**config.mk**
```make
export PLATFORM = sky130hd
export DESIGN_NAME = aec_correct
export DESIGN_NICKNAME = d
export VERILOG_FILES = /design/src/aec_pkg.sv /design/src/aec_stream_if.sv /design/src/aec_fifo.sv /design/src/aec_correct.sv
export VERILOG_INCLUDE_DIRS = /design/src /design/src/src
export SDC_FILE = /design/constraint.sdc
export NUM_CORES = 1
export LEC_CHECK = 0
export BUFFER_PORTS_ARGS = -buffer_cell sky130_fd_sc_hd__buf_2
export CORE_MARGIN = 4
export CORE_UTILIZATION = 60
export DETAILED_ROUTE_END_ITERATION = 7
export PLACE_DENSITY = 0.89
export RECOVER_POWER = 50
export SYNTH_ARGS = -nofsm -noshare
export SYNTH_HDL_FRONTEND = slang
export SYNTH_SLANG_ARGS = --single-unit
export TNS_END_PERCENT = 1
```
**constraint.sdc**
```tcl
create_clock -name ref_clk_i -period 18.1 [get_ports ref_clk_i]
set_input_delay 0.905 -clock ref_clk_i [delete_from_list [all_inputs] [get_ports ref_clk_i]]
set_output_delay 0.905 -clock ref_clk_i [all_outputs]
set_load 0.05 [all_outputs]
```
**src/aec_regs.svh**
```systemverilog
/*
 * Constants for the conversion result error correction block.
 * Assumes inclusion by bare name from the package and the design files.
 */
`ifndef AEC_REGS_SVH
`define AEC_REGS_SVH

// ============================================================
// Arithmetic
`define AEC_GAIN_SHIFT      15
`define AEC_UNITY_GAIN      16'h8000

// ============================================================
// Reset values
`define AEC_CH_EN_RST       1'b0
`define AEC_OFFSET_RST      16'h0000

// ============================================================
// Buffering
`define AEC_FIFO_DEPTH      16

`endif

```
**src/aec_pkg.sv**
```systemverilog
/*
 * Types shared by the error correction block.
 * Assumes the constants header is on the include path.
 */
`include "aec_regs.svh"

package aec_pkg;

  // ============================================================
  // Pipeline states of the correction datapath
  typedef enum logic [1:0] {
    AEC_IDLE,
    AEC_MULT,
    AEC_PUSH
  } aec_state_t;

endpackage : aec_pkg

```
**src/aec_stream_if.sv**
```systemverilog
/*
 * Valid/ready stream carrier between the correction core and its FIFO.
 * Assumes a single clock domain.
 */
`timescale 1ns/1ps

interface aec_stream_if #(
  parameter int W = 32
);
  logic         valid;
  logic         ready;
  logic [W-1:0] data;

  modport src  (output valid, output data, input ready);
  modport sink (input valid, input data, output ready);
endinterface : aec_stream_if

```
**src/aec_fifo.sv**
```systemverilog
/*
 * Synchronous FIFO with valid/ready on both sides.
 * Assumes one clock and an asynchronous active-low reset.
 */
`timescale 1ns/1ps

module aec_fifo #(
  parameter int W = 32,
  parameter int D = 16
) (
  // Clock and reset
  input  wire logic  ref_clk_i,
  input  wire logic  arst_n_i,
  // Streams
  aec_stream_if.sink in_s,
  aec_stream_if.src  out_s
);

  localparam int AW = $clog2(D);

  // Pointer wrap relies on a power-of-two depth
  if (D < 2 || (1 << AW) != D)
  begin : g_bad_depth
    $error("aec_fifo: depth must be a power of two of at least 2");
  end

  logic [W-1:0] mem_q [D];
  logic [AW:0]  wr_q;
  logic [AW:0]  rd_q;

  wire          full_w  = (wr_q[AW] != rd_q[AW]) &&
                          (wr_q[AW-1:0] == rd_q[AW-1:0]);
  wire          empty_w = (wr_q == rd_q);
  wire          push_w  = in_s.valid && !full_w;
  wire          pop_w   = out_s.ready && !empty_w;

  assign in_s.ready  = !full_w;
  assign out_s.valid = !empty_w;
  assign out_s.data  = mem_q[rd_q[AW-1:0]];

  always_ff @(posedge ref_clk_i)
  begin
    if (push_w)
      mem_q[wr_q[AW-1:0]] <= in_s.data;
  end

  always_ff @(posedge ref_clk_i or negedge arst_n_i)
  begin
    if (!arst_n_i)
    begin
      wr_q <= '0;
      rd_q <= '0;
    end
    else
    begin
      if (push_w)
        wr_q <= wr_q + 1'b1;
      if (pop_w)
        rd_q <= rd_q + 1'b1;
    end
  end

endmodule : aec_fifo

```
**src/aec_correct.sv**
```systemverilog
/*
 * Offset and gain correction of averaged conversion results.
 * Assumes averaged two's-complement results arrive on a valid/ready
 * stream tagged with channel and sample-and-hold unit, on one clock.
 */
// Summary of operation
// - Correct only channels whose enable bit set
// - One offset/gain pair per sample-and-hold unit
// - Unit select routes value reads and writes
// - Offset is signed two's-complement
// - Result = (data + offset) * gain >> 15
// - Correct averaged results, two's-complement data, offset and result, unsigned gain
// - Same correction in every conversion mode
`timescale 1ns/1ps
`include "aec_regs.svh"

module aec_correct
  import aec_pkg::*;
#(
  parameter int DW     = 16,
  parameter int NCH    = 12,
  parameter int NSH    = 2,
  parameter int CHW    = 4,
  parameter int SHW    = 1,
  parameter int FDEPTH = `AEC_FIFO_DEPTH
) (
  // Clock and reset
  input  wire logic                ref_clk_i,
  input  wire logic                arst_n_i,
  // Configuration
  input  wire logic [NCH-1:0]      channel_correct_enable_reg_i,
  input  wire logic [SHW-1:0]      correct_unit_select_reg_i,
  input  wire logic                correct_values_wr_i,
  input  wire logic [DW-1:0]       offset_trim_value_i,
  input  wire logic [DW-1:0]       gain_trim_value_i,
  output      logic [DW-1:0]       offset_trim_value_o,
  output      logic [DW-1:0]       gain_trim_value_o,
  // Averaged results in
  input  wire logic                avg_valid_i,
  output      logic                avg_ready_o,
  input  wire logic [DW-1:0]       avg_data_i,
  input  wire logic [CHW-1:0]      avg_chan_i,
  input  wire logic [SHW-1:0]      avg_unit_i,
  // Corrected results out
  output      logic                res_valid_o,
  input  wire logic                res_ready_i,
  output      logic [DW-1:0]       res_data_o,
  output      logic [CHW-1:0]      res_chan_o
);

  localparam int FW = DW + CHW;
  localparam int PW = 2 * DW + 2;

  // Refuse parameter sets the index and sign logic cannot serve
  if (NSH > (1 << SHW) || NCH > (1 << CHW) || DW < 2)
  begin : g_bad_params
    $error("aec_correct: parameter widths cannot hold the counts");
  end

  // ============================================================
  // Arithmetic helpers
  function automatic logic [DW-1:0] sat_fn(input logic [PW-1:0] v);
    logic [PW-1:0] mx;
    logic [PW-1:0] mn;
    mx = PW'({1'b0, {(DW-1){1'b1}}});
    mn = ~mx;
    if (!v[PW-1] && $signed(v) > $signed(mx))
      sat_fn = {1'b0, {(DW-1){1'b1}}};
    else if (v[PW-1] && $signed(v) < $signed(mn))
      sat_fn = {1'b1, {(DW-1){1'b0}}};
    else
      sat_fn = v[DW-1:0];
  endfunction : sat_fn

  // ============================================================
  // Per-unit correction values
  logic [DW-1:0] offset_q [NSH];
  logic [DW-1:0] gain_q   [NSH];

  wire           sel_ok_w = 32'(correct_unit_select_reg_i) < NSH;

  always_ff @(posedge ref_clk_i or negedge arst_n_i)
  begin
    if (!arst_n_i)
    begin
      for (int i = 0; i < NSH; i++)
      begin
        offset_q[i] <= DW'(`AEC_OFFSET_RST);
        gain_q[i]   <= DW'(`AEC_UNITY_GAIN >> (16 - DW + 1));
      end
    end
    else if (correct_values_wr_i && sel_ok_w)
    begin
      // Writes land in the selected unit
      offset_q[correct_unit_select_reg_i] <= offset_trim_value_i;
      gain_q[correct_unit_select_reg_i]   <= gain_trim_value_i;
    end
  end

  // Readback follows the same selection
  wire [DW-1:0] rd_off_w = sel_ok_w ?
                           offset_q[correct_unit_select_reg_i] : '0;
  wire [DW-1:0] rd_gain_w = sel_ok_w ?
                            gain_q[correct_unit_select_reg_i] : '0;

  always_ff @(posedge ref_clk_i or negedge arst_n_i)
  begin
    if (!arst_n_i)
    begin
      offset_trim_value_o <= '0;
      gain_trim_value_o   <= '0;
    end
    else
    begin
      offset_trim_value_o <= rd_off_w;
      gain_trim_value_o   <= rd_gain_w;
    end
  end

  // ============================================================
  // Correction pipeline: sum stage, then multiply stage
  aec_state_t     state_q;
  logic [DW:0]    sum_q;
  logic [DW-1:0]  gain_s_q;
  logic [DW-1:0]  pass_q;
  logic           en_q;
  logic [CHW-1:0] chan_q;
  logic [DW-1:0]  res_q;

  aec_stream_if #(.W(FW)) push_s ();
  aec_stream_if #(.W(FW)) pop_s ();

  // Skip the ready cycle: valid still stands for the beat just consumed
  wire            take_w   = avg_valid_i && (state_q == AEC_IDLE) &&
                             !avg_ready_o;
  wire [SHW-1:0]  unit_w   = 32'(avg_unit_i) < NSH ? avg_unit_i : '0;
  // Channels beyond the enable vector are never corrected
  wire            en_w     = 32'(avg_chan_i) < NCH ?
                             channel_correct_enable_reg_i[avg_chan_i] : 1'b0;
  // Offset and data sign-extended, no mode input is consulted
  wire [DW:0]     sum_w    = {avg_data_i[DW-1], avg_data_i} +
                             {offset_q[unit_w][DW-1], offset_q[unit_w]};
  // Gain treated as unsigned magnitude scaled by 2^15
  wire [PW-1:0]   prod_w   = PW'($signed({{(DW+1){sum_q[DW]}}, sum_q}) *
                                 $signed({1'b0, {(DW+1){1'b0}}, gain_s_q}));
  wire [PW-1:0]   shft_w   = PW'($signed(prod_w) >>> `AEC_GAIN_SHIFT);

  assign push_s.valid = (state_q == AEC_PUSH);
  assign push_s.data  = {chan_q, res_q};

  always_ff @(posedge ref_clk_i or negedge arst_n_i)
  begin
    if (!arst_n_i)
    begin
      state_q  <= AEC_IDLE;
      sum_q    <= '0;
      gain_s_q <= '0;
      pass_q   <= '0;
      en_q     <= `AEC_CH_EN_RST;
      chan_q   <= '0;
      res_q    <= '0;
    end
    else
    begin
      unique case (state_q)
        AEC_IDLE:
        begin
          if (take_w)
          begin
            sum_q    <= sum_w;
            gain_s_q <= gain_q[unit_w];
            pass_q   <= avg_data_i;
            en_q     <= en_w;
            chan_q   <= avg_chan_i;
            state_q  <= AEC_MULT;
          end
        end
        AEC_MULT:
        begin
          // Saturate rather than wrap on overflow
          res_q   <= en_q ? sat_fn(shft_w) : pass_q;
          state_q <= AEC_PUSH;
        end
        AEC_PUSH:
        begin
          if (push_s.ready)
            state_q <= AEC_IDLE;
        end
      endcase
    end
  end

  // Ready from a flop so the input handshake is registered
  always_ff @(posedge ref_clk_i or negedge arst_n_i)
  begin
    if (!arst_n_i)
      avg_ready_o <= 1'b0;
    else
      avg_ready_o <= (state_q == AEC_PUSH) && push_s.ready;
  end

  // ============================================================
  // Output buffer and registered output stage
  aec_fifo #(
    .W (FW),
    .D (FDEPTH)
  ) u_fifo (
    .ref_clk_i (ref_clk_i),
    .arst_n_i  (arst_n_i),
    .in_s      (push_s),
    .out_s     (pop_s)
  );

  wire out_free_w = !res_valid_o || res_ready_i;
  assign pop_s.ready = out_free_w;

  always_ff @(posedge ref_clk_i or negedge arst_n_i)
  begin
    if (!arst_n_i)
    begin
      res_valid_o <= 1'b0;
      res_data_o  <= '0;
      res_chan_o  <= '0;
    end
    else if (out_free_w)
    begin
      res_valid_o <= pop_s.valid;
      if (pop_s.valid)
      begin
        res_data_o <= pop_s.data[DW-1:0];
        res_chan_o <= pop_s.data[FW-1:DW];
      end
    end
  end

endmodule : aec_correct

```
Word-level counts from Yosys, hierarchy flattened
Memory sizes are Yosys's and may differ from the RTL's. A register that Yosys moved wholly into a read port is not among the register bits.
Cells that the tools add are included.
W data, S select, Z words.
Storage, ports and cells
  register bits: 180
  RAM bits: 320
  input bits: 71
  output and inout bits: 54
  logic and storage cells: 85
  memories kept: 1
Operators by class
  add/subtract/negate cells: 3
  $mul: 1
  $lt $le $gt $ge: 7
  equality and inequality tests: 7
  muxes and demuxes: 27
  bitwise gates (word level): 3
  reduce and logical (&&, ||, !) cells: 19
Memories
  u_fifo.mem_q: words 16, bits a word 20, rd ports 1, clocked after memory_dff 1, wr ports 1, RTL line aec_fifo.sv:27  | logic [W-1:0] mem_q [D];
Operators with widths (count)
  $mux W16: 16
  $bwmux W32: 2
  $mul A17 B17 Y34: 1
  $gt A19 B16 Y1 const B: 1
  $lt A19 B16 Y1 const B: 1
  $add A16 B16 Y17: 1
  $demux W16 S1: 1
  $add A5 B1 Y5 const B: 2
  $logic_and A1 B1 Y1: 8
  $logic_not A1 Y1: 6
  $pmux W2 S3: 1
  $reduce_and A2 Y1: 3
  $eq A5 B5 Y1: 1
  $lt A4 B5 Y1 const B: 1
  $bmux W1 S4: 1
  $eq A4 B4 Y1: 1
  $ge A2 B2 Y1 const B: 2
  $lt A4 B4 Y1 const B: 1
  $mux W1: 4
  $mux W2: 2
  $ne A2 B2 Y1 const B: 2
  $not A1 Y2: 2
  $eq A2 B1 Y1 const B: 1
  $eq A2 B2 Y1 const B: 1
  5 further kinds: 5

Longest topological paths before layout
  word-level depth: 6
  depth in mapped cells: 26
  mapped depth without buffers: 24

Cells and area by module
From an unflattened synthesis, not the netlist that was laid out.
Second synthesis, totals
  cell total of the unflattened synthesis: 2376
  area total of the unflattened synthesis: 31438.9 µm²
By module, submodules not included
  aec_correct: times used 1, cells each 1801, area each 18728.0 µm², sequential area each 4757.1 µm²
  aec_fifo: times used 1, cells each 575, area each 12710.9 µm², sequential area each 9859.5 µm²

Worst setup path after synthesis
Ideal clock, no wire load.
  kind: reg2reg
  start point: reg sum_q[16]
  end point: reg res_q[4]
  setup time: 0.094 ns
  arrival: 6.511 ns
  data required time: 18.006 ns
  path slack: 11.495 ns
  stages on the path, launching flop included: 22
  path buffers: 3
  period minus slack after synthesis: 6.605 ns
  cell sequence: dfrtp_1 -> clkbuf_1 -> clkbuf_1 -> nand2_1 -> fa_1 -> fa_1 -> inv_1 -> fa_1 -> fa_1 -> fa_1 -> inv_1 -> fa_1 -> inv_1 -> ha_1 -> a2111o_1 -> o21ai_4 -> mux2i_1 -> o21ai_0 -> o22ai_2 -> buf_4 -> o21bai_1 -> a221oi_2
Between the ends
  cells in the longest elaborated chain, start to end: 6
  elaborated cells on any way between the ends: 9
  classes of those cells: mul (1); order compare (2); mux (3); reduce/logical (3)
Ends and longest elaborated chain
  from (decl): RTL line aec_correct.sv:123  | logic [DW:0] sum_q;
  from (signal assigned): RTL line aec_correct.sv:170  | sum_q <= sum_w;
  $mul A17 B17 Y34 (*): RTL line aec_correct.sv:144  | wire [PW-1:0] prod_w = PW'($signed({{(DW+1){sum_q[DW]}}, sum_q}) *
  $lt A19 B16 Y1: RTL line aec_correct.sv:69  | else if (v[PW-1] && $signed(v) < $signed(mn))
  $logic_and A1 B1 Y1: RTL line aec_correct.sv:69
  $mux W16: RTL line aec_correct.sv:69
  $mux W16 (*): RTL line aec_correct.sv:67  | if (!v[PW-1] && $signed(v) > $signed(mx))
  $mux W16 (*): RTL line aec_correct.sv:181  | res_q <= en_q ? sat_fn(shft_w) : pass_q;
  to (signal assigned): RTL line aec_correct.sv:181
  to (decl): RTL line aec_correct.sv:128  | logic [DW-1:0] res_q;
Every way passes the cells marked *; elsewhere a longest branch is shown, timed or not.
A chain may end at the register's enable or synchronous reset.

Worst setup path after layout
  start point: reg gain_s_q[2]
  end point: reg res_q[1]
Between the ends
  cells in the longest elaborated chain, start to end: 6
  elaborated cells on any way between the ends: 9
  classes of those cells: mul (1); order compare (2); mux (3); reduce/logical (3)
Ends and longest elaborated chain
  from (decl): RTL line aec_correct.sv:124  | logic [DW-1:0] gain_s_q;
  from (signal assigned): RTL line aec_correct.sv:171  | gain_s_q <= gain_q[unit_w];
  $mul A17 B17 Y34 (*): RTL line aec_correct.sv:144
  $lt A19 B16 Y1: RTL line aec_correct.sv:69
  $logic_and A1 B1 Y1: RTL line aec_correct.sv:69
  $mux W16: RTL line aec_correct.sv:69
  $mux W16 (*): RTL line aec_correct.sv:67
  $mux W16 (*): RTL line aec_correct.sv:181
Marks and branches as above.

==> results.md <==
* Status: finished, violations left
* Failing checks: max-capacitance violations, max-slew violations
* Commonest cells in the netlist: 365 x inv_1, 320 x edfxtp_1, 278 x fa_1
* EDFF count, synth at 320
* Fin. Hold Viols at 0
* Slowest stage delay, CP at 0.78 ns
* Height of the die at 237 µm
* Worst skew pair latency at 0.60 ns
* Post-DR wirelength/cell at 24.0 µm
* Syn nets at 2789
* Core Box Area at 0.0515 mm²
* Fmax at 130 MHz
* Post-synth top area share at 30.7%
* Initial DRC Count at 1790
* Hold-fix buffers at CTS at 0
* Nets at 2872
* Post-synth top flop: edfxtp_1
* I/O pin total at 125
* Synth unique cells at 73
* Hold WS at 0.491 ns
* Actual slew at the worst max-slew pin at 4.14 ns
* Synth-to-layout area growth at 9.10%
* All-layer global routing usage at 27.1%
* Slew Viols, Final at 273
* PortBufs at 124
* Largest net degree at the start of global routing at 94
* WL final at 75100 µm
* Critical Path Sink Type: flip-flop
* Total negative slack at 0 ns
* CTS sink cnt at 520
* Class of the worst hold path: reg -> reg
* Placed cell count at 3043
* Most Frequent Cell on Critical Path: fa_1
* Final instance count without filler cells at 3133
* Critical Path RT at 18.55 ns
* CP Class: reg -> reg
* Pre-Repair DR Iteration Count at 6
* Register bit total from synthesis at 520
* First-pass GRT wire length at 118000 µm
* Fin crit share at 42.3%
* Syn Area/Cell at 13.5 µm²
* Buf/Inv on CP at 3
* Initial Util at 60.9%
* Post-synthesis sequential area ratio at 46.6%
* Via Count at 19200
* GP Congestion at 0.947
* Total CTS buffers at 48
* Slowest-stage cell, CP: fa_1
* Vias per cell at 6.12
* Largest fanout on the critical path at 18
* Clock skew at 0.0136 ns
* Gate Count Post-Synth at 2330
* CTS Root Buffer Type: clkbuf_16
* Vias in the first global route at 20600
* CTS tree: yes
* CP Cell Sequence: nand2_1 -> fa_1 -> fa_1 -> inv_1 -> fa_1 -> fa_1 -> fa_1 -> inv_1 -> fa_1 -> inv_1 -> ha_1 -> a2111oi_0 -> a211oi_1 -> o21ai_4 -> mux2i_1 -> o21ai_0 -> o22ai_2 -> o21ai_0 -> a221oi_1
* Rows at 83
* Chip Width at 237 µm
* Relative slew slack at -176%
* # setup viols final at 0
* Antenna Violating Nets Remaining at 0
* Ant. Diodes at 0
* Dominant cell type by area after synthesis: edfxtp_1
* Detailed placement HPWL at 49900 µm
* Most common cell in the netlist: inv_1
* Minimum clock period at 7.66 ns
* Critical path arrival at 8.12 ns
* Max Cap Viol at 5
* Post-CTS Setup Bufs at 0
* Top delay family on crit path: adder cells
* Asr flop ratio synth at 38.5%
* RSZ-0062 raised after global routing: no
* CP startpoint kind: flip-flop
* Clk buf depth at 3
* Residual DRC at 0
* CTS resizes at 0
* Initial antenna violation count at 1
* H-tree depth at 2
* Ys Warns at 0
* Syn Std Cell Area at 0.0314 mm²
* Reg clk slew, reported paths at 0.06 ns
* Total grt overflow at 0
* Share of cells above drive strength 1 at 20.8%
* Die Area at 0.0560 mm²
* Top cells by area, synth: edfxtp_1 31%, fa_1 18%, dfrtp_1 16%
-- metal layers --
layer | share of wire (%) | up-vias | track usage (%)
met5 | 0 | - | 0
met2 | 52 | 1086 | 48.1
met4 | 4.0 | 0 | 9.18
met3 | 9.0 | 252 | 5.93
met1 | 35 | 9819 | 33.2
li1 | - | 8006 | -
-- final cells by class --
type / instances / area, µm²
Tap cell: 680 / 851
Clock buffer: 70 / 1330
Inverter: 365 / 1370
Fill cell: 3343 / 17300
Sequential cell: 520 / 14600
Clock inverter: 20 / 249
Multi-Input combinational cell: 1337 / 15100
Timing Repair Buffer: 141 / 734
-- per-stage QoR --
stage | instance area (µm²) | util (%) | setup WS, ns
after floorplan | 31400 | - | 11.49
after global placement | 32700 | 63.4 | 11.06
after detailed placement | 32700 | 63.4 | 10.62
after CTS | 34200 | 66.4 | 10.46
after global routing | 34200 | 66.4 | 9.62
final | 34200 | 66.4 | 10.44
-- placed cells by master, fill, tap and decap left out, types with 10 or more instances in the layout --
cell type | Yosys | final
clkinv_2 | 0 | 11
edfxtp_1 | 320 | 320
mux2_2 | 151 | 148
mux2i_1 | 18 | 18
nor2_4 | 0 | 12
xnor2_1 | 21 | 21
dfrtp_1 | 198 | 196
clkbuf_1 | 82 | 24
xor2_1 | 21 | 21
nor2_1 | 69 | 57
buf_4 | 1 | 14
clkbuf_16 | 0 | 49
buf_2 | 0 | 122
inv_1 | 365 | 365
nand3_1 | 10 | 10
fa_1 | 278 | 278
and2_1 | 110 | 110
a221oi_2 | 11 | 11
nand2_1 | 225 | 225
a21oi_1 | 26 | 25
o21ai_0 | 58 | 58
ha_1 | 110 | 110
mux4_2 | 103 | 103
-- sequential cells by signal (all words and copies together) (netlist names) --
name / count
res_data_o: 16
offset_trim_value_o: 16
gain_q: 32
avg_ready_o: 1
en_q: 1
state_q: 2
u_fifo.rd_q: 5
pass_q: 16
chan_q: 4
u_fifo.wr_q: 5
u_fifo.mem_q: 320
sum_q: 17
res_q: 16
gain_trim_value_o: 16
res_chan_o: 4
offset_q: 32
gain_s_q: 16
res_valid_o: 1
-- cells by family after synthesis --
family,count (synthesis),synth area share (%)
AOI/OAI and AO/OA,166,3.82
xor gates and xnor gates,43,1.26
adders and majority gates,388,22.1
buffers and inverters,473,5.73
DFF,520,46.6
muxes,272,13.4
and+or+nand+nor,468,7.02
-- path summary, 6_finish.rpt --
check / start / end / slack (ns) / depth (start not counted)
worst max-delay path: gain_s_q[2] / res_q[1] / 10.44 / 19
worst min-delay path: u_fifo.wr_q[4] / u_fifo.wr_q[4] / 0.49 / 1
worst max register to register: gain_s_q[2] / res_q[1] / 10.44 / 19
worst min register to register: u_fifo.wr_q[4] / u_fifo.wr_q[4] / 0.49 / 1
max in group asynchronous: arst_n_i / u_fifo.rd_q[0] / 11.11 / 2
min in group asynchronous: arst_n_i / res_data_o[3] / 1.75 / 1
Power is left out: the tool's default activity adds up to more than one toggle a clock period on the data nets, which glitch-free logic cannot reach.
